### src/inc/fefp_pkg.sv
// package: offsets, fields, reset values and types of the flash fault and protection block
package fefp_pkg;

  // ==========================================================================
  // bus geometry
  localparam int ADDR_W = 5;
  localparam int DATA_W = 8;

  // ==========================================================================
  // register offsets
  localparam logic [ADDR_W-1:0] OFS_FLASH_CONFIG = 5'h04;
  localparam logic [ADDR_W-1:0] OFS_ERR_CONFIG   = 5'h05;
  localparam logic [ADDR_W-1:0] OFS_FAULT_STATUS = 5'h07;
  localparam logic [ADDR_W-1:0] OFS_REGION_PROT  = 5'h08;

  // ==========================================================================
  // field positions
  localparam int BIT_SINGLE_FAULT = 0;
  localparam int BIT_DOUBLE_FAULT = 1;
  localparam int BIT_IGNORE_SF    = 4;
  localparam int BIT_PROT_OPEN    = 7;
  localparam int BIT_PROT_RSV     = 6;
  localparam int BIT_HI_DIS       = 5;
  localparam int HI_SIZE_MSB      = 4;
  localparam int HI_SIZE_LSB      = 3;
  localparam int BIT_LO_DIS       = 2;
  localparam int LO_SIZE_MSB      = 1;
  localparam int LO_SIZE_LSB      = 0;
  localparam int FAULT_W          = 2;

  // ==========================================================================
  // reset and load values
  localparam logic [DATA_W-1:0]  FLASH_CONFIG_RST = 8'h00;
  localparam logic [FAULT_W-1:0] ERR_CONFIG_RST   = 2'h0;
  localparam logic [FAULT_W-1:0] FAULT_STATUS_RST = 2'h0;
  localparam logic [DATA_W-1:0]  REGION_PROT_RST  = 8'h7f;
  localparam logic [DATA_W-1:0]  PROT_FAULT_VAL   = 8'h7f;
  localparam logic [17:0]        CFG_PROT_ADDR    = 18'h3_ff0c;

  // ==========================================================================
  // carriers
  typedef struct packed {
    logic valid;
    logic single_err;
    logic double_err;
    logic collide;
  } fefp_rd_rpt_t;

  typedef struct packed {
    logic              valid;
    logic              double_err;
    logic [DATA_W-1:0] data;
  } fefp_cfg_rsp_t;

  typedef enum logic [1:0] {
    LD_REQ,
    LD_WAIT,
    LD_RUN
  } fefp_load_t;

endpackage

### src/design/fefp_fault_flags.sv
// sticky single/double fault flags, one-cycle store delay, masked interrupt
`timescale 1ns/1ps
module fefp_fault_flags (
  input  wire logic                                i_clk,
  input  wire logic                                i_rst_n,
  input  wire fefp_pkg::fefp_rd_rpt_t              i_rpt,
  input  wire logic                                i_ignore_sf,
  input  wire logic                                i_clr_wr,
  input  wire logic [fefp_pkg::FAULT_W-1:0]        i_clr_bits,
  input  wire logic [fefp_pkg::FAULT_W-1:0]        i_irq_en,
  output logic      [fefp_pkg::FAULT_W-1:0]        o_flags,
  output logic                                     o_irq
);

  // ==========================================================================
  // fault classification
  wire logic                         dbl_hit;
  wire logic                         sgl_hit;
  wire logic [fefp_pkg::FAULT_W-1:0] set_now;
  wire logic [fefp_pkg::FAULT_W-1:0] clr_now;

  assign dbl_hit = i_rpt.valid & (i_rpt.double_err | i_rpt.collide);
  assign sgl_hit = i_rpt.valid & (i_rpt.collide |
                   (i_rpt.single_err & ~i_rpt.double_err & ~i_ignore_sf));
  assign set_now = {dbl_hit, sgl_hit};
  assign clr_now = i_clr_wr ? i_clr_bits : '0;

  // ==========================================================================
  // store stage and sticky flags
  logic [fefp_pkg::FAULT_W-1:0] pend_q;
  logic [fefp_pkg::FAULT_W-1:0] flag_q;
  logic [fefp_pkg::FAULT_W-1:0] flag_d;

  assign flag_d = (flag_q & ~clr_now) | pend_q;

  always_ff @(posedge i_clk or negedge i_rst_n) begin
    if (!i_rst_n) begin
      pend_q <= fefp_pkg::FAULT_STATUS_RST;
      flag_q <= fefp_pkg::FAULT_STATUS_RST;
    end else begin
      pend_q <= set_now;
      flag_q <= flag_d;
    end
  end

  assign o_flags = flag_q;
  assign o_irq   = |(flag_q & i_irq_en);

endmodule

### src/design/fefp_top.sv
// flash fault status, access collision report and region protection register
//
// Strobed register access was left to the implementer.
`timescale 1ns/1ps
// Summary of operation
// - an uncorrectable two-bit read error sets the double fault flag, status bit 1
// - writing one clears the double fault flag; writing zero leaves it
// - a corrected one-bit error sets status bit 0 unless single faults are ignored
// - writing one clears the single fault flag; writing zero leaves it
// - one ECC error sets single or double flag, never both
// - reading a block busy with a command sets both flags
// - flags are stored one clock after the read that caused them
// - protection register at offset 8 selects sectors locked against program and erase
// - protection writes are taken only if the protected region does not shrink
// - after reset is released the protection byte is loaded from configuration address 0x3_FF0C
// - a double fault on that load clears the open bit and sets the rest
// - error interrupt is raised when a set flag has its enable set
module fefp_top (
  input  wire logic                              i_clk,
  input  wire logic                              i_arst_n,
  input  wire logic [fefp_pkg::ADDR_W-1:0]       i_addr,
  input  wire logic [fefp_pkg::DATA_W-1:0]       i_wdata,
  input  wire logic                              i_wr,
  input  wire logic                              i_rd,
  output logic      [fefp_pkg::DATA_W-1:0]       o_rdata,
  input  wire fefp_pkg::fefp_rd_rpt_t            i_rd_rpt,
  output logic                                   o_cfg_rd_req,
  output logic      [17:0]                       o_cfg_rd_addr,
  input  wire fefp_pkg::fefp_cfg_rsp_t           i_cfg_rsp,
  output logic      [fefp_pkg::DATA_W-1:0]       o_region_protect,
  output logic                                   o_prot_loaded,
  output logic                                   o_irq
);

  // ==========================================================================
  // protection growth check
  function automatic logic prot_grows(input logic [fefp_pkg::DATA_W-1:0] old_v,
                                      input logic [fefp_pkg::DATA_W-1:0] new_v);
    logic ok;
    logic [1:0] old_hs;
    logic [1:0] new_hs;
    logic [1:0] old_ls;
    logic [1:0] new_ls;
    ok     = 1'b1;
    old_hs = old_v[fefp_pkg::HI_SIZE_MSB:fefp_pkg::HI_SIZE_LSB];
    new_hs = new_v[fefp_pkg::HI_SIZE_MSB:fefp_pkg::HI_SIZE_LSB];
    old_ls = old_v[fefp_pkg::LO_SIZE_MSB:fefp_pkg::LO_SIZE_LSB];
    new_ls = new_v[fefp_pkg::LO_SIZE_MSB:fefp_pkg::LO_SIZE_LSB];
    if (old_v[fefp_pkg::BIT_PROT_OPEN]) begin
      // open: fields name protected ranges
      if (!new_v[fefp_pkg::BIT_PROT_OPEN]) begin
        ok = new_v[fefp_pkg::BIT_HI_DIS] & new_v[fefp_pkg::BIT_LO_DIS];
      end else begin
        if (!old_v[fefp_pkg::BIT_HI_DIS]) begin
          ok = ok & ~new_v[fefp_pkg::BIT_HI_DIS] & (new_hs >= old_hs);
        end
        if (!old_v[fefp_pkg::BIT_LO_DIS]) begin
          ok = ok & ~new_v[fefp_pkg::BIT_LO_DIS] & (new_ls >= old_ls);
        end
      end
    end else begin
      // closed: fields name unprotected windows
      if (new_v[fefp_pkg::BIT_PROT_OPEN]) begin
        ok = 1'b0;
      end else begin
        if (!new_v[fefp_pkg::BIT_HI_DIS]) begin
          ok = ok & ~old_v[fefp_pkg::BIT_HI_DIS] & (new_hs <= old_hs);
        end
        if (!new_v[fefp_pkg::BIT_LO_DIS]) begin
          ok = ok & ~old_v[fefp_pkg::BIT_LO_DIS] & (new_ls <= old_ls);
        end
      end
    end
    return ok;
  endfunction

  // ==========================================================================
  // reset synchroniser
  logic rst_meta_q;
  logic rst_n_q;

  always_ff @(posedge i_clk or negedge i_arst_n) begin
    if (!i_arst_n) begin
      rst_meta_q <= 1'b0;
      rst_n_q    <= 1'b0;
    end else begin
      rst_meta_q <= 1'b1;
      rst_n_q    <= rst_meta_q;
    end
  end

  // ==========================================================================
  // address decode
  wire logic sel_config;
  wire logic sel_err_cfg;
  wire logic sel_status;
  wire logic sel_prot;
  wire logic wr_config;
  wire logic wr_err_cfg;
  wire logic wr_status;
  wire logic wr_prot;

  assign sel_config  = (i_addr == fefp_pkg::OFS_FLASH_CONFIG);
  assign sel_err_cfg = (i_addr == fefp_pkg::OFS_ERR_CONFIG);
  assign sel_status  = (i_addr == fefp_pkg::OFS_FAULT_STATUS);
  assign sel_prot    = (i_addr == fefp_pkg::OFS_REGION_PROT);
  assign wr_config   = i_wr & sel_config;
  assign wr_err_cfg  = i_wr & sel_err_cfg;
  assign wr_status   = i_wr & sel_status;
  assign wr_prot     = i_wr & sel_prot;

  // ==========================================================================
  // configuration registers
  logic                         ignore_sf_q;
  logic [fefp_pkg::FAULT_W-1:0] irq_en_q;

  always_ff @(posedge i_clk or negedge rst_n_q) begin
    if (!rst_n_q) begin
      ignore_sf_q <= fefp_pkg::FLASH_CONFIG_RST[fefp_pkg::BIT_IGNORE_SF];
      irq_en_q    <= fefp_pkg::ERR_CONFIG_RST;
    end else begin
      if (wr_config) begin
        ignore_sf_q <= i_wdata[fefp_pkg::BIT_IGNORE_SF];
      end
      if (wr_err_cfg) begin
        irq_en_q <= i_wdata[fefp_pkg::FAULT_W-1:0];
      end
    end
  end

  // ==========================================================================
  // fault flags
  logic [fefp_pkg::FAULT_W-1:0] flags;
  logic                         irq;

  fefp_fault_flags u_flags (
    .i_clk       (i_clk),
    .i_rst_n     (rst_n_q),
    .i_rpt       (i_rd_rpt),
    .i_ignore_sf (ignore_sf_q),
    .i_clr_wr    (wr_status),
    .i_clr_bits  (i_wdata[fefp_pkg::FAULT_W-1:0]),
    .i_irq_en    (irq_en_q),
    .o_flags     (flags),
    .o_irq       (irq)
  );

  assign o_irq = irq;

  // ==========================================================================
  // protection load sequence
  fefp_pkg::fefp_load_t ld_q;
  fefp_pkg::fefp_load_t ld_d;
  wire logic            load_done;

  assign load_done = (ld_q == fefp_pkg::LD_WAIT) & i_cfg_rsp.valid;

  always_comb begin
    case (ld_q)
      fefp_pkg::LD_REQ: begin
        ld_d = fefp_pkg::LD_WAIT;
      end
      fefp_pkg::LD_WAIT: begin
        ld_d = i_cfg_rsp.valid ? fefp_pkg::LD_RUN : fefp_pkg::LD_WAIT;
      end
      fefp_pkg::LD_RUN: begin
        ld_d = fefp_pkg::LD_RUN;
      end
      default: begin
        ld_d = fefp_pkg::LD_REQ;
      end
    endcase
  end

  always_ff @(posedge i_clk or negedge rst_n_q) begin
    if (!rst_n_q) begin
      ld_q <= fefp_pkg::LD_REQ;
    end else begin
      ld_q <= ld_d;
    end
  end

  assign o_cfg_rd_req  = (ld_q == fefp_pkg::LD_REQ);
  assign o_cfg_rd_addr = fefp_pkg::CFG_PROT_ADDR;
  assign o_prot_loaded = (ld_q == fefp_pkg::LD_RUN);

  // ==========================================================================
  // region protection register
  logic [fefp_pkg::DATA_W-1:0] prot_q;
  wire logic [fefp_pkg::DATA_W-1:0] prot_wr_val;
  wire logic [fefp_pkg::DATA_W-1:0] prot_ld_val;
  wire logic                        prot_wr_ok;

  assign prot_wr_val = {i_wdata[fefp_pkg::BIT_PROT_OPEN],
                        prot_q[fefp_pkg::BIT_PROT_RSV],
                        i_wdata[fefp_pkg::BIT_HI_DIS:0]};
  assign prot_ld_val = i_cfg_rsp.double_err ? fefp_pkg::PROT_FAULT_VAL : i_cfg_rsp.data;
  assign prot_wr_ok  = wr_prot & o_prot_loaded & prot_grows(prot_q, prot_wr_val);

  always_ff @(posedge i_clk or negedge rst_n_q) begin
    if (!rst_n_q) begin
      prot_q <= fefp_pkg::REGION_PROT_RST;
    end else if (load_done) begin
      prot_q <= prot_ld_val;
    end else if (prot_wr_ok) begin
      prot_q <= prot_wr_val;
    end
  end

  assign o_region_protect = prot_q;

  // ==========================================================================
  // read path
  logic [fefp_pkg::DATA_W-1:0] rdata_q;
  logic [fefp_pkg::DATA_W-1:0] rd_mux;

  always_comb begin
    rd_mux = '0;
    if (sel_config) begin
      rd_mux[fefp_pkg::BIT_IGNORE_SF] = ignore_sf_q;
    end else if (sel_err_cfg) begin
      rd_mux[fefp_pkg::FAULT_W-1:0] = irq_en_q;
    end else if (sel_status) begin
      rd_mux[fefp_pkg::FAULT_W-1:0] = flags;
    end else if (sel_prot) begin
      rd_mux = prot_q;
    end
  end

  always_ff @(posedge i_clk or negedge rst_n_q) begin
    if (!rst_n_q) begin
      rdata_q <= '0;
    end else begin
      rdata_q <= i_rd ? rd_mux : '0;
    end
  end

  assign o_rdata = rdata_q;

endmodule

### config.mk
export PLATFORM = sky130hd
export DESIGN_NAME = fefp_top
export DESIGN_NICKNAME = d
export VERILOG_FILES = /design/src/inc/fefp_pkg.sv /design/src/design/fefp_fault_flags.sv /design/src/design/fefp_top.sv
export SDC_FILE = /design/constraint.sdc
export NUM_CORES = 1
export LEC_CHECK = 0
export ABC_AREA = 1
export BUFFER_PORTS_ARGS = -buffer_cell sky130_fd_sc_hd__buf_2
export CORE_ASPECT_RATIO = 1.5
export CORE_MARGIN = 2
export CORE_UTILIZATION = 47
export DETAILED_ROUTE_END_ITERATION = 10
export PLACE_DENSITY = 0.83
export SLEW_MARGIN = 20
export SYNTH_ARGS = -nofsm -noshare
export SYNTH_HDL_FRONTEND = slang
export SYNTH_SLANG_ARGS = --single-unit
### constraint.sdc
create_clock -name i_clk -period 0.9 [get_ports i_clk]
set_input_delay 0.09 -clock i_clk [delete_from_list [all_inputs] [get_ports i_clk]]
set_output_delay 0.09 -clock i_clk [all_outputs]
set_load 0.05 [all_outputs]
After elaboration in Yosys (flattened, before gate mapping):

Index checks and enable logic that the tools add are counted.

* add/subtract/negate cells: 0
* multiply operators: 0
* divide/modulo/power cells: 0
* order comparisons: 4
* equal/unequal tests: 6
* shifts and indexed selects: 0
* mux-type cells: 26
* bitwise logic cells: 30
* reductions and logical operators: 3

Operators with widths (number)
* $mux W8: 5
* $and A1 B1 Y1: 18
* $eq A5 B3 Y1 const B: 3
* $mux W1: 12
* $mux W6: 2
* $mux W2: 4
* $not A1 Y1: 6
* $pmux W2 S3: 1
* $eq A5 B4 Y1 const B: 1
* $and A2 B2 Y2: 2
* $ge A2 B2 Y1: 2
* $le A2 B2 Y1: 2
* $mux W4: 1
* $mux W3: 1
* $eq A2 B1 Y1 const B: 1
* $eq A2 B2 Y1 const B: 1
* $logic_not A2 Y1: 1
* $not A2 Y2: 1
* $or A1 B1 Y1: 2
* $or A2 B2 Y2: 1
* $reduce_bool A2 Y1: 1
* $reduce_or A2 Y1: 1

* flip-flop bits (word level): 27
* bits in latches: 0
* RAM bits: 0
* bits in read-only memories: 0
* logic and storage cells: 79
* memories kept: 0

Longest topological paths before layout:

* word-level depth: 13
* gate-level depth with buffers: 14

Hierarchy:

A second synthesis with hierarchy kept.

* cell total of the unflattened synthesis: 196
* area total of the unflattened synthesis: 1570.3 µm²

Modules (own cells, without submodules)
* fefp_top: times used 1, cells an instance 180, area each 1400.1 µm²
* fefp_fault_flags: times used 1, cells an instance 16, area each 170.2 µm²

Worst setup path after synthesis:

Ideal clock, no wire load.

* path type: register to register
* start: register prot_q, in the netlist o_region_protect[4]
* end: register prot_q, in the netlist o_region_protect[7]
* data arrival time: 1.691 ns
* data required time: 0.782 ns
* slack: -0.909 ns
* cell stages (with the launch flop): 14
* path buffers: 0
* clock period less this slack: 1.809 ns
* path through: dfstp_2 > inv_1 > ha_1 > nand2_1 > nand2_1 > nand2_1 > nand2_1 > nand2_1 > nand3_1 > nand2_1 > nand2_4 > nand2_4 > nand2_1 > nand2_1

* cells in the longest elaborated chain, start to end: 12

RTL lines
* start: declaration: line fefp_top.sv:189 `logic [fefp_pkg::DATA_W-1:0] prot_q;`
* start signal: assignment: line fefp_top.sv:202 `prot_q <= fefp_pkg::REGION_PROT_RST;`
* start signal: assignment: line fefp_top.sv:204 `prot_q <= prot_ld_val;`
* start signal: assignment: line fefp_top.sv:206 `prot_q <= prot_wr_val;`
* $le A2 B2 Y1 or $ge A2 B2 Y1 (tied branches): line fefp_top.sv:67, fefp_top.sv:55
* $and A1 B1 Y1 (on tied branches): line fefp_top.sv:67, fefp_top.sv:55
* $mux W1 (on tied branches): line fefp_top.sv:66, fefp_top.sv:54
* $mux W1 (on tied branches): line fefp_top.sv:63, fefp_top.sv:51
* $mux W1: line fefp_top.sv:49 `if (old_v[fefp_pkg::BIT_PROT_OPEN]) begin`
* $and A1 B1 Y1 (on tied branches) (2 in a row): line fefp_top.sv:70, fefp_top.sv:58
* $mux W1 (on tied branches): line fefp_top.sv:69, fefp_top.sv:57
* $mux W1 (on tied branches): line fefp_top.sv:63, fefp_top.sv:51
* $mux W1 (*): line fefp_top.sv:49
* $and A1 B1 Y1 (*): line fefp_top.sv:198 `assign prot_wr_ok = wr_prot & o_prot_loaded & prot_grows(prot_q, prot_wr_val);`
* $reduce_bool A2 Y1 (no line) (*)

Mark *: on every way between the ends. The rest lies on a longest branch, timed or not. The select of a mux whose other input is x is not followed.
A chain may end at the register's enable or synchronous reset.

Worst setup path after layout:

* start: register prot_q, in the netlist o_region_protect[4]
* end: register prot_q, in the netlist o_region_protect[4]

The elaborated chain is that of the path after synthesis.

==> flow_metrics.py <==
metrics = {
    "sta": {
        "period_share": 2.00,
        "rsz0062_at_grt": "true",
        "slew_violations": 0,
        "setup_slack_ps": -896,
        "hold_slack_ps": 18.4,
        "clock_skew_ps": 4.57,
        "max_freq_mhz": 557,
        "timing.final.hold_violations": 0,
        "min_period_ps": 1800,
        "setup_violations": 36,
    },
    "floorplan": {
        "dieArea_mm2": 0.00382,
        "core-area_mm2": 0.00316,
        "die_h_um": 74.7,
        "boundaryPins": 68,
        "die_x_um": 51.2,
        "initial_utilization": 0.496,
        "fp-row-count": 25,
    },
    "run_status": {
        "status": "finished with violations",
        "violations": "negative setup slack",
    },
    "layout": {
        "fill_cells": 184,
        "multi_input_area_um2": 857,
        "finalNonFillerCells": 331,
        "final_cell_mix": "nand2_1 (38), buf_2 (29), buf_6 (28)",
        "n_antenna_cell": 0,
        "nets": 327,
        "final_layout_size_suffix_gt1_frac": 0.512,
        "final_common_cell": "nand2_1",
        "regArea_um2": 686,
        "area_delta_synth_final_pct": 64.5,
    },
    "drt": {
        "route.antenna.remaining_nets": 0,
        "first_pass_iters": 4,
        "drcViolationCount": 0,
        "wl_per_cell_um": 16.3,
        "drt_iter0_markers": 56,
        "wl_um": 5390,
        "num_vias": 1689,
        "via_per_inst": 5.10,
    },
    "synth": {
        "synth.cell_area_mm2": 0.00157,
        "seq_area_frac_synth": 0.437,
        "synth_seq_cells": 27,
        "netlist_instances": 200,
        "avgSynthCellArea_um2": 7.84,
        "synth_warnings": 0,
        "yosys.cell_types.count": 23,
    },
    "power": {
        "p_total_mw": 7.60,
        "p_leak_nw": 1.37,
        "peakVddDrop_mv": 2.27,
        "powerDensity_mw_per_mm2": 2950,
    },
    "clocking": {
        "clockBufferDepth": 2,
        "cts_tree": "yes",
        "cts_sinks": 27,
        "clk_pin_slew_ps": 100,
        "cts_max_level": 1,
        "worstSkewPairLatency_ps": 280,
        "cts-root-buf": "clkbuf_8",
        "numCtsBuffers": 3,
    },
    "job": {
        "drv_cap": 0,
    },
    "critical_path": {
        "critPathKind": "flip-flop to flip-flop",
        "required_ps": 1130,
        "ff2ff_path_depth": 12,
        "critPathCaptureType": "flip-flop",
        "path_max_fanout": 8,
        "r2r_slack_ps": -900,
        "cp-start-kind": "flip-flop",
        "worstPathArrival_ps": 2020,
    },
    "place": {
        "dpl.hpwl_um": 2840,
        "placed_cells": 312,
        "portBuffers": 48,
        "place_ws_ps": -827,
        "gp_congestion": 0.801,
    },
    "grt": {
        "grt-ovfl-total": 0,
        "grt_pass1_vias": 1659,
        "track_usage": 0.264,
        "antenna_found_initial": 0,
        "grt_max_degree": 26,
        "grt_pass1_wl_um": 7420,
    },
    "worst_hold_path": {
        "hold_depth": 2,
        "min_path_type": "input port to flip-flop",
    },
}
==> path summary, 6_finish.rpt <==
check,endpoint,startpoint
worst max-delay path,o_region_protect[4],o_region_protect[4]
worst min-delay path,ld_q[0],i_cfg_rsp[9]
worst max register to register,o_region_protect[4],o_region_protect[4]
worst min register to register,o_region_protect[7],rst_n_q
max in group asynchronous,o_region_protect[1],rst_n_q
min in group asynchronous,rst_n_q,i_arst_n
==> timing repair <==
item / CTS / global route
setup endpoints to repair: 32 / 34
hold buffers: 1 / 0
resized for setup: 81 / 33
buffers inserted: 5 / 13
gates cloned: 0 / 0
hold endpoints to repair: 2 / 0
pin swaps: 2 / 16
==> area by class of cell <==
type                    instances  share of cell area
clock inverters                 1             0.00291
clock buffers                   3              0.0160
multi-input cells             137               0.332
inverters                      33              0.0509
well taps                      40              0.0194
flip-flops and latches         27               0.266
repair buffers                 90               0.312
==> power breakdown <==
| part | internal, mW | switching, mW |
|---|---|---|
| clock network | 0.315 | 0.400 |
| logic | 2.26 | 2.82 |
| registers | 1.58 | 0.219 |
| total | 4.16 | 3.43 |
==> flip-flops by register name, indices dropped and copies added (netlist names) <==
| register | count |
|---|---|
| ignore_sf_q | 1 |
| irq_en_q | 2 |
| ld_q | 2 |
| o_rdata | 8 |
| o_region_protect | 8 |
| rst_meta_q | 1 |
| rst_n_q | 1 |
| u_flags.o_flags | 2 |
| u_flags.pend_q | 2 |
==> per-layer routing <==
| layer | vias to the layer above | track usage | wire length [um] |
|---|---|---|---|
| met5 | - | 0 | 0 |
| met4 | 0 | 0.156 | 252 |
| met3 | 21 | 0.0397 | 307 |
| met2 | 95 | 0.504 | 3040 |
| met1 | 801 | 0.267 | 1790 |
| li1 | 772 | - | - |
==> metrics by stage <==
stage               utilization  TNS (ps)  cell area (um2)
global route              0.816    -12050             2580
floorplan                     -     -6790             1680
detailed placement        0.639     -8250             2020
CTS                       0.756     -8870             2390
global placement          0.639     -7180             2020
finish                    0.816    -10440             2580
==> critical path: stages, from the launching register on <==
cell	delay [ps]
dfstp_2	550
inv_2	50
ha_4	300
nand2_4	70
nand3_2	70
nand2_1	50
nand2_1	70
nand2_2	70
a21oi_4	170
nand2_4	100
nand2_4	110
nand2_1	60
nand2_1	70
==> cell usage after synthesis <==
cell,instances,area share
o21bai_1,2,0.0096
o22ai_1,1,0.0040
nor2_1,9,0.022
nand2_4,2,0.014
clkbuf_1,1,0.0024
a21oi_1,5,0.016
clkbuf_8,1,0.0088
dfstp_2,7,0.12
nor3_1,4,0.013
o21ai_0,19,0.061
inv_1,32,0.077
nand2_1,51,0.12
o221ai_1,2,0.011
inv_2,1,0.0024
buf_4,18,0.086
nor3_4,1,0.010
nand3_1,13,0.041
nor2_2,2,0.0080
a21oi_4,1,0.010
nand2_2,2,0.0080
dfrtp_1,20,0.32
ha_1,4,0.032
conb_1,2,0.0048
==> cells by family after synthesis <==
| logic type | share of synthesized area |
|---|---|
| other | 0.00479 |
| AO/OA/AOI/OAI | 0.112 |
| AND/OR/NAND/NOR | 0.239 |
| adder cells (fa/ha/maj) | 0.0319 |
| buffers and inverters | 0.176 |
| flip-flops | 0.437 |
(Power assumes the default switching activity.)
